## src/pkg/cra_pkg.sv

```systemverilog
// Purpose: shared constants and types for the cell converter result readout
// Assumes: one 40 MHz clock, byte-wide register port
// Notes: result pair of channel c sits at 1+2c (high) and 2+2c (low)
package cra_pkg;
   // ----------------------------------------
   // clock and data widths
   // ----------------------------------------
   localparam int CLK_HZ = 40000000;
   localparam int RES_W = 14;
   localparam logic [13:0] RES_MAX = 14'h3FFF;
   localparam int CELL_MV_FS = 6250;
   localparam int CELL_CODE_FS = 16383;

   // ----------------------------------------
   // register offsets
   // ----------------------------------------
   localparam logic [7:0] AUX_RESULT_HIGH_OFS = 8'h01;
   localparam logic [7:0] CELL_ONE_RESULT_HIGH_OFS = 8'h03;
   localparam logic [7:0] CELL_ONE_RESULT_LOW_OFS = 8'h04;
   localparam logic [7:0] LAST_RESULT_OFS = 8'h12;
   localparam logic [7:0] SOFTWARE_TRIGGER_BIT_SETUP_OFS = 8'h30;
   localparam logic [7:0] SOFTWARE_TRIGGER_BIT_CTRL_OFS = 8'h31;
   localparam logic [7:0] FUNC_CFG_OFS = 8'h32;

   // ----------------------------------------
   // field positions and reset values
   // ----------------------------------------
   localparam int CELL_COUNT_LSB = 0;
   localparam int TS1_EN_BIT = 4;
   localparam int TS2_EN_BIT = 5;
   localparam int AUX_EN_BIT = 6;
   localparam int SW_TRIG_BIT = 0;
   localparam int AUX_SRC_BIT = 0;
   localparam logic [2:0] CELL_COUNT_RST = 3'h5;

   // ----------------------------------------
   // converter channel codes
   // ----------------------------------------
   localparam logic [3:0] CH_AUX = 4'h0;
   localparam logic [3:0] CH_CELL1 = 4'h1;
   localparam logic [3:0] CH_TS1 = 4'h7;
   localparam logic [3:0] CH_TS2 = 4'h8;
   localparam logic [3:0] CH_BRICK = 4'h9;
   localparam int NUM_RES = 9;
   localparam int NUM_SEQ = 9;

   typedef enum logic [1:0] {ST_IDLE, ST_START, ST_WAIT, ST_NEXT} cra_state_t;

   typedef struct packed {
      logic aux_en;
      logic ts2_en;
      logic ts1_en;
      logic [2:0] cell_count;
   } cra_setup_t;
endpackage

```

## src/logic/cra_readout.sv

```systemverilog
// Purpose: sequencing, saturation and byte readout of converter results
// Assumes: converter handshake on sys_clk; host trigger pin is asynchronous
// Notes: register reads answer one cycle after the read strobe
module cra_readout
   import cra_pkg::*;
#(
   parameter logic signed [15:0] TRIM = 16'sh0000
) (
   // clock and reset
   input wire logic sys_clk,
   input wire logic nrst,
   // register port
   input wire logic reg_wr,
   input wire logic reg_rd,
   input wire logic [7:0] reg_addr,
   input wire logic [7:0] reg_wdata,
   output logic [7:0] reg_rdata,
   output logic reg_rvalid,
   // trigger pins
   input wire logic host_trigger_pin,
   output logic upward_trigger_pin,
   // converter core
   output logic adc_start,
   output logic [3:0] adc_channel,
   input wire logic adc_done,
   input wire logic [13:0] adc_raw,
   // status
   output logic busy
);
   // ----------------------------------------
   // control registers
   // ----------------------------------------
   cra_setup_t setup_reg;
   logic aux_source_select;
   logic software_trigger_bit;
   cra_state_t state_reg;
   logic [3:0] seq_reg;
   logic [13:0] res_mem [NUM_RES];
   logic [7:0] rd_addr_reg;
   logic trig_s1, trig_s2, trig_s3;
   logic host_rise, sw_wr1, go;
   logic [4:0] nxt;
   logic signed [15:0] corr;
   logic [13:0] sat_res;
   logic [3:0] cur_ch;

   always_ff @(posedge sys_clk or negedge nrst) begin
      if (!nrst) begin
         setup_reg <= '{aux_en: 1'b0, ts2_en: 1'b0, ts1_en: 1'b0, cell_count: CELL_COUNT_RST};
         aux_source_select <= 1'b0;
      end else if (reg_wr && reg_addr == SOFTWARE_TRIGGER_BIT_SETUP_OFS) begin
         setup_reg <= '{aux_en: reg_wdata[AUX_EN_BIT], ts2_en: reg_wdata[TS2_EN_BIT],
                        ts1_en: reg_wdata[TS1_EN_BIT], cell_count: reg_wdata[CELL_COUNT_LSB +: 3]};
      end else if (reg_wr && reg_addr == FUNC_CFG_OFS) begin
         aux_source_select <= reg_wdata[AUX_SRC_BIT];
      end
   end

   // ----------------------------------------
   // trigger sources
   // ----------------------------------------
   // two flops before use; third only feeds the edge detector
   always_ff @(posedge sys_clk or negedge nrst) begin
      if (!nrst) begin
         trig_s1 <= 1'b0;
         trig_s2 <= 1'b0;
         trig_s3 <= 1'b0;
         upward_trigger_pin <= 1'b0;
      end else begin
         trig_s1 <= host_trigger_pin;
         trig_s2 <= trig_s1;
         trig_s3 <= trig_s2;
         upward_trigger_pin <= trig_s2;
      end
   end

   // a held-high pin blocks the software bit, as on the real part
   assign host_rise = trig_s2 && !trig_s3;
   assign sw_wr1 = reg_wr && reg_addr == SOFTWARE_TRIGGER_BIT_CTRL_OFS && reg_wdata[SW_TRIG_BIT] && !trig_s2;
   assign go = state_reg == ST_IDLE && (host_rise || sw_wr1);

   always_ff @(posedge sys_clk or negedge nrst) begin
      if (!nrst) begin
         software_trigger_bit <= 1'b0;
      end else if (sw_wr1) begin
         software_trigger_bit <= 1'b1;
      end else if (state_reg == ST_NEXT && nxt[4]) begin
         software_trigger_bit <= 1'b0;
      end
   end

   // ----------------------------------------
   // sequencer
   // ----------------------------------------
   // slot order: cells 0..5, ts1, ts2, aux; bit 4 of result means done
   function automatic logic [4:0] find_next(input logic [3:0] from, input cra_setup_t s);
      logic [4:0] r;
      logic en;
      r = 5'h10;
      for (int i = NUM_SEQ - 1; i >= 0; i--) begin
         if (i < 6) begin
            en = (i <= int'(s.cell_count));
         end else if (i == 6) begin
            en = s.ts1_en;
         end else if (i == 7) begin
            en = s.ts2_en;
         end else begin
            en = s.aux_en;
         end
         if (en && i >= int'(from)) begin
            r = {1'b0, 4'(i)};
         end
      end
      return r;
   endfunction

   always_comb begin
      nxt = find_next(state_reg == ST_IDLE ? 4'h0 : 4'(seq_reg + 4'h1), setup_reg);
      if (seq_reg < 4'h6) begin
         cur_ch = 4'(seq_reg + CH_CELL1);
      end else if (seq_reg == 4'h6) begin
         cur_ch = CH_TS1;
      end else if (seq_reg == 4'h7) begin
         cur_ch = CH_TS2;
      end else begin
         cur_ch = CH_AUX;
      end
   end

   always_ff @(posedge sys_clk or negedge nrst) begin
      if (!nrst) begin
         state_reg <= ST_IDLE;
         seq_reg <= 4'h0;
         busy <= 1'b0;
         adc_start <= 1'b0;
         adc_channel <= CH_AUX;
      end else begin
         adc_start <= 1'b0;
         case (state_reg)
            ST_IDLE: begin
               if (go && !nxt[4]) begin
                  seq_reg <= nxt[3:0];
                  state_reg <= ST_START;
                  busy <= 1'b1;
               end
            end
            ST_START: begin
               adc_start <= 1'b1;
               adc_channel <= (cur_ch == CH_AUX && aux_source_select) ? CH_BRICK : cur_ch;
               state_reg <= ST_WAIT;
            end
            ST_WAIT: begin
               if (adc_done) begin
                  state_reg <= ST_NEXT;
               end
            end
            ST_NEXT: begin
               if (nxt[4]) begin
                  state_reg <= ST_IDLE;
                  busy <= 1'b0;
               end else begin
                  seq_reg <= nxt[3:0];
                  state_reg <= ST_START;
               end
            end
            default: state_reg <= ST_IDLE;
         endcase
      end
   end

   // ----------------------------------------
   // result store
   // ----------------------------------------
   // clamp instead of wrap so a near-zero reading never turns huge
   always_comb begin
      corr = $signed({2'b00, adc_raw}) + TRIM;
      if (corr < 16'sh0000) begin
         sat_res = 14'h0000;
      end else if (corr > $signed({2'b00, RES_MAX})) begin
         sat_res = RES_MAX;
      end else begin
         sat_res = corr[13:0];
      end
   end

   // cell codes are linear: mV = code * CELL_MV_FS / CELL_CODE_FS
   always_ff @(posedge sys_clk or negedge nrst) begin
      if (!nrst) begin
         for (int i = 0; i < NUM_RES; i++) begin
            res_mem[i] <= 14'h0000;
         end
      end else if (state_reg == ST_WAIT && adc_done) begin
         res_mem[cur_ch] <= sat_res;
      end
   end

   // ----------------------------------------
   // register readout
   // ----------------------------------------
   always_ff @(posedge sys_clk or negedge nrst) begin
      if (!nrst) begin
         reg_rdata <= 8'h00;
         reg_rvalid <= 1'b0;
         rd_addr_reg <= 8'h00;
      end else begin
         reg_rvalid <= reg_rd;
         rd_addr_reg <= reg_addr;
         if (!reg_rd) begin
            reg_rdata <= 8'h00;
         end else if (reg_addr >= AUX_RESULT_HIGH_OFS && reg_addr <= LAST_RESULT_OFS) begin
            // odd offsets hold the high byte of a pair
            if (reg_addr[0]) begin
               reg_rdata <= {2'b00, res_mem[4'((reg_addr - 8'h01) >> 1)][13:8]};
            end else begin
               reg_rdata <= res_mem[4'((reg_addr - 8'h02) >> 1)][7:0];
            end
         end else if (reg_addr == SOFTWARE_TRIGGER_BIT_SETUP_OFS) begin
            reg_rdata <= {1'b0, setup_reg.aux_en, setup_reg.ts2_en, setup_reg.ts1_en, 1'b0,
                          setup_reg.cell_count};
         end else if (reg_addr == SOFTWARE_TRIGGER_BIT_CTRL_OFS) begin
            reg_rdata <= {7'h00, software_trigger_bit};
         end else if (reg_addr == FUNC_CFG_OFS) begin
            reg_rdata <= {7'h00, aux_source_select};
         end else begin
            reg_rdata <= 8'h00;
         end
      end
   end
endmodule

```

## config.mk

```make
export PLATFORM = sky130hd
export DESIGN_NAME = cra_readout
export DESIGN_NICKNAME = d
export VERILOG_FILES = /design/src/pkg/cra_pkg.sv /design/src/logic/cra_readout.sv
export SDC_FILE = /design/constraint.sdc
export NUM_CORES = 1
export LEC_CHECK = 0
export ABC_AREA = 1
export BUFFER_PORTS_ARGS = -buffer_cell sky130_fd_sc_hd__buf_2
export CAP_MARGIN = 20
export CORE_MARGIN = 3
export CORE_UTILIZATION = 25
export CTS_CLUSTER_SIZE = 12
export DETAILED_ROUTE_END_ITERATION = 8
export SYNTH_ARGS = -nofsm -noshare
export SYNTH_HDL_FRONTEND = slang
export SYNTH_SLANG_ARGS = --single-unit
export TNS_END_PERCENT = 100
```

## constraint.sdc

```tcl
create_clock -name sys_clk -period 3.08 [get_ports sys_clk]
set_clock_uncertainty 0.2 [all_clocks]
set_input_delay 0.616 -clock sys_clk [delete_from_list [all_inputs] [get_ports sys_clk]]
set_output_delay 0.616 -clock sys_clk [all_outputs]
set_load 0.01 [all_outputs]
```

==> results.cfg <==
[run_status]
outcome = complete, no violations

[flow_run]
maxCapViolations = 0

[worst_setup_path]
r2r_end = seq_reg[1]
r2r_cells = 11
critPathCaptureType = register
crit_arrival_ns = 2.83
regToRegSetupSlack_ns = 0.41
path_max_fanout = 5
required_ns = 3.24
cp-start-kind = register
r2r-start = seq_reg[0]
path_class = reg -> reg

[floorplan]
top_level_ports = 52
dieArea_um2 = 33400
std_cell_rows = 64
start_util_pct = 25.4
die_h_um = 183
die_w_um = 183
core-area_um2 = 30700

[global_routing]
antenna_found_initial = 0
grt_pass1_vias = 6315
grtUsageTotal_pct = 12.5
grt_max_degree = 57
grt_pass1_wl_um = 33500
overflow = 0

[timing]
max_slew_margin_pct = 62.4
fmax_mhz = 374
rsz0062_at_grt = false
fin_crit_sh_pct = 86.7
hold_viol = 0
period_minus_slack_ns = 2.67
tightest_slew_ns = 0.562
holdWs_ns = 0.104
finalSetupViolCount = 0
setup_tns_ns = 0
finalMaxSlewViolations = 0

[hold_path]
hold_end = trig_s1
hold_path.class = in -> reg
worstHoldStart = host_trigger_pin
min_path_cells = 1

[cts]
clkSinkCount = 158
ctsResizeCount = 0
htree_levels = 4
path_clk_slew_ns = 0.06
numCtsBuffers = 17
cts_tree = done
cts_root_buf = clkbuf_16
clk_path_buf_depth = 2
clock_latency_ns = 0.42

[route]
wl_per_cell_um = 14.8
via_per_inst = 4.65
drcViolationCount = 0
drtAntennaViolNets = 0
wirelength_um = 20700
drtIter0Drc = 474
vias = 6509
dr.pass1.iters = 5

[yosys]
syn_inst = 938
synth_top_area_cell = dfrtp_1
synth_ff_type = dfrtp_1
synth.distinct_cells = 43
synth_area_um2 = 7800
post-synth-top-area-fraction_pct = 50.0
synth_fp_nets = 985
synth.yosys.warnings = 0
synth_edf_count = 0
ys_seq_area_share_pct = 50.7
ys_seq_elements = 158
avgSynthCellArea_um2 = 8.32
synthArstFlopShare_pct = 100
synth_area_leaders = dfrtp_1 50%, nand2_1 11%, o21ai_0 9.4%

[power]
leakagePower_uw = 0.00427
finalPower_uw = 7150
ir_drop_mv = 0.386
power_per_cell_area_nw_per_um2 = 779

[placed_design]
io_buffers = 49
hpwlAfterDp_um = 13900
post-place-cells = 1368
gp_congestion = 0.853

[cells_and_area]
final_nets = 1039
final_common_cell = nand2_1
num_antenna_cells = 0
stdcell_count = 1400
largest_reg_flops = 126
fillers = 3235
syn_to_final_growth_pct = 17.6
final_layout_size_suffix_gt1_share_pct = 15.1
most-common-layout-cells = 239 x nand2_1, 156 x dfrtp_1, 147 x o21ai_0
finalCoreUtilization_pct = 29.9
-- area by class of cell --
type | instances | area (µm²) | share of cell area, %
Tap cell | 396 | 495 | 5.40
Sequential cell | 158 | 3960 | 43.1
Inverter | 86 | 323 | 3.52
Clock buffer | 20 | 467 | 5.08
Clock inverter | 11 | 140 | 1.53
Multi-Input combinational cell | 657 | 3330 | 36.3
Timing Repair Buffer | 72 | 464 | 5.06
-- power breakdown --
group	switching, µW	leakage, µW	internal (µW)
Combinational	1200	0.00205	713
Clock	840	0.000290	1330
Sequential	322	0.00193	2740
Total	2360	0.00427	4780
-- per-stage QoR --
| stage | setup WS [ns] | area, µm² |
|---|---|---|
| after floorplan | 0.385 | 7800 |
| after global placement | 0.388 | 8560 |
| after detailed placement | 0.377 | 8560 |
| after CTS | 0.402 | 9180 |
| after global routing | 0.135 | 9180 |
| final | 0.409 | 9180 |
-- Yosys cell counts, types with 3 or more instances --
cell type and count:
o21ai_2 19, o21a_1 10, nor2_1 58, inv_1 81, a31oi_1 4, nand2_1 239
o211ai_1 13, buf_6 5, buf_2 7, o21ai_0 147, nor3_1 3, dfrtp_1 156
nand3_1 44, nand4_1 4, inv_2 3, clkbuf_1 22, a22oi_1 9, mux2_2 3
nor2_2 3, o21ai_1 3, nand3_2 3, nor2_4 3, a21oi_1 58, nand2_2 7
ha_1 11
-- worst max path at each step --
stage	startpoint	slack (ns)	to
final	seq_reg[0]	0.41	seq_reg[1]
after global routing	seq_reg[0]	0.14	seq_reg[1]
after CTS	seq_reg[0]	0.40	seq_reg[1]
after detailed placement	reg_addr[1]	0.38	reg_rdata[3]
after global placement	reg_addr[1]	0.39	reg_rdata[3]
after floorplan	reg_addr[1]	0.38	reg_rdata[6]
-- logic make-up after synthesis --
logic type / synth area share, %
mux: 0.433
flops: 50.7
buf+inv: 6.57
compound gates: 19.7
fa+ha+maj: 1.76
simple gates: 20.3
xor+xnor: 0.545
-- worst max-delay path, stage by stage (launching register included) --
cell      delay (ns)
dfrtp_1         0.42
inv_1           0.13
ha_1            0.35
inv_1           0.19
o21ai_0         0.18
o211ai_1        0.35
nand3_1         0.21
nor2_2          0.18
nand2_1         0.12
nand2_1         0.14
nand2_1         0.08
nand2_1         0.07
-- per-layer routing --
layer	track usage [%]	part of all wire, %	routed length, µm	up-vias
met5	0	0	0	-
met4	4.14	2.0	410	0
met3	2.27	3.8	794	30
met2	21.9	51	10500	122
met1	15.5	43	8930	3145
li1	-	-	-	3212
-- timing repair --
item | 4_1_cts | 5_1_grt
hold buffers | 1 | 0
endpoints found under the hold margin | 49 | 0
setup buffers | 0 | 0
No activity file was read; power rests on OpenSTA's default activity.
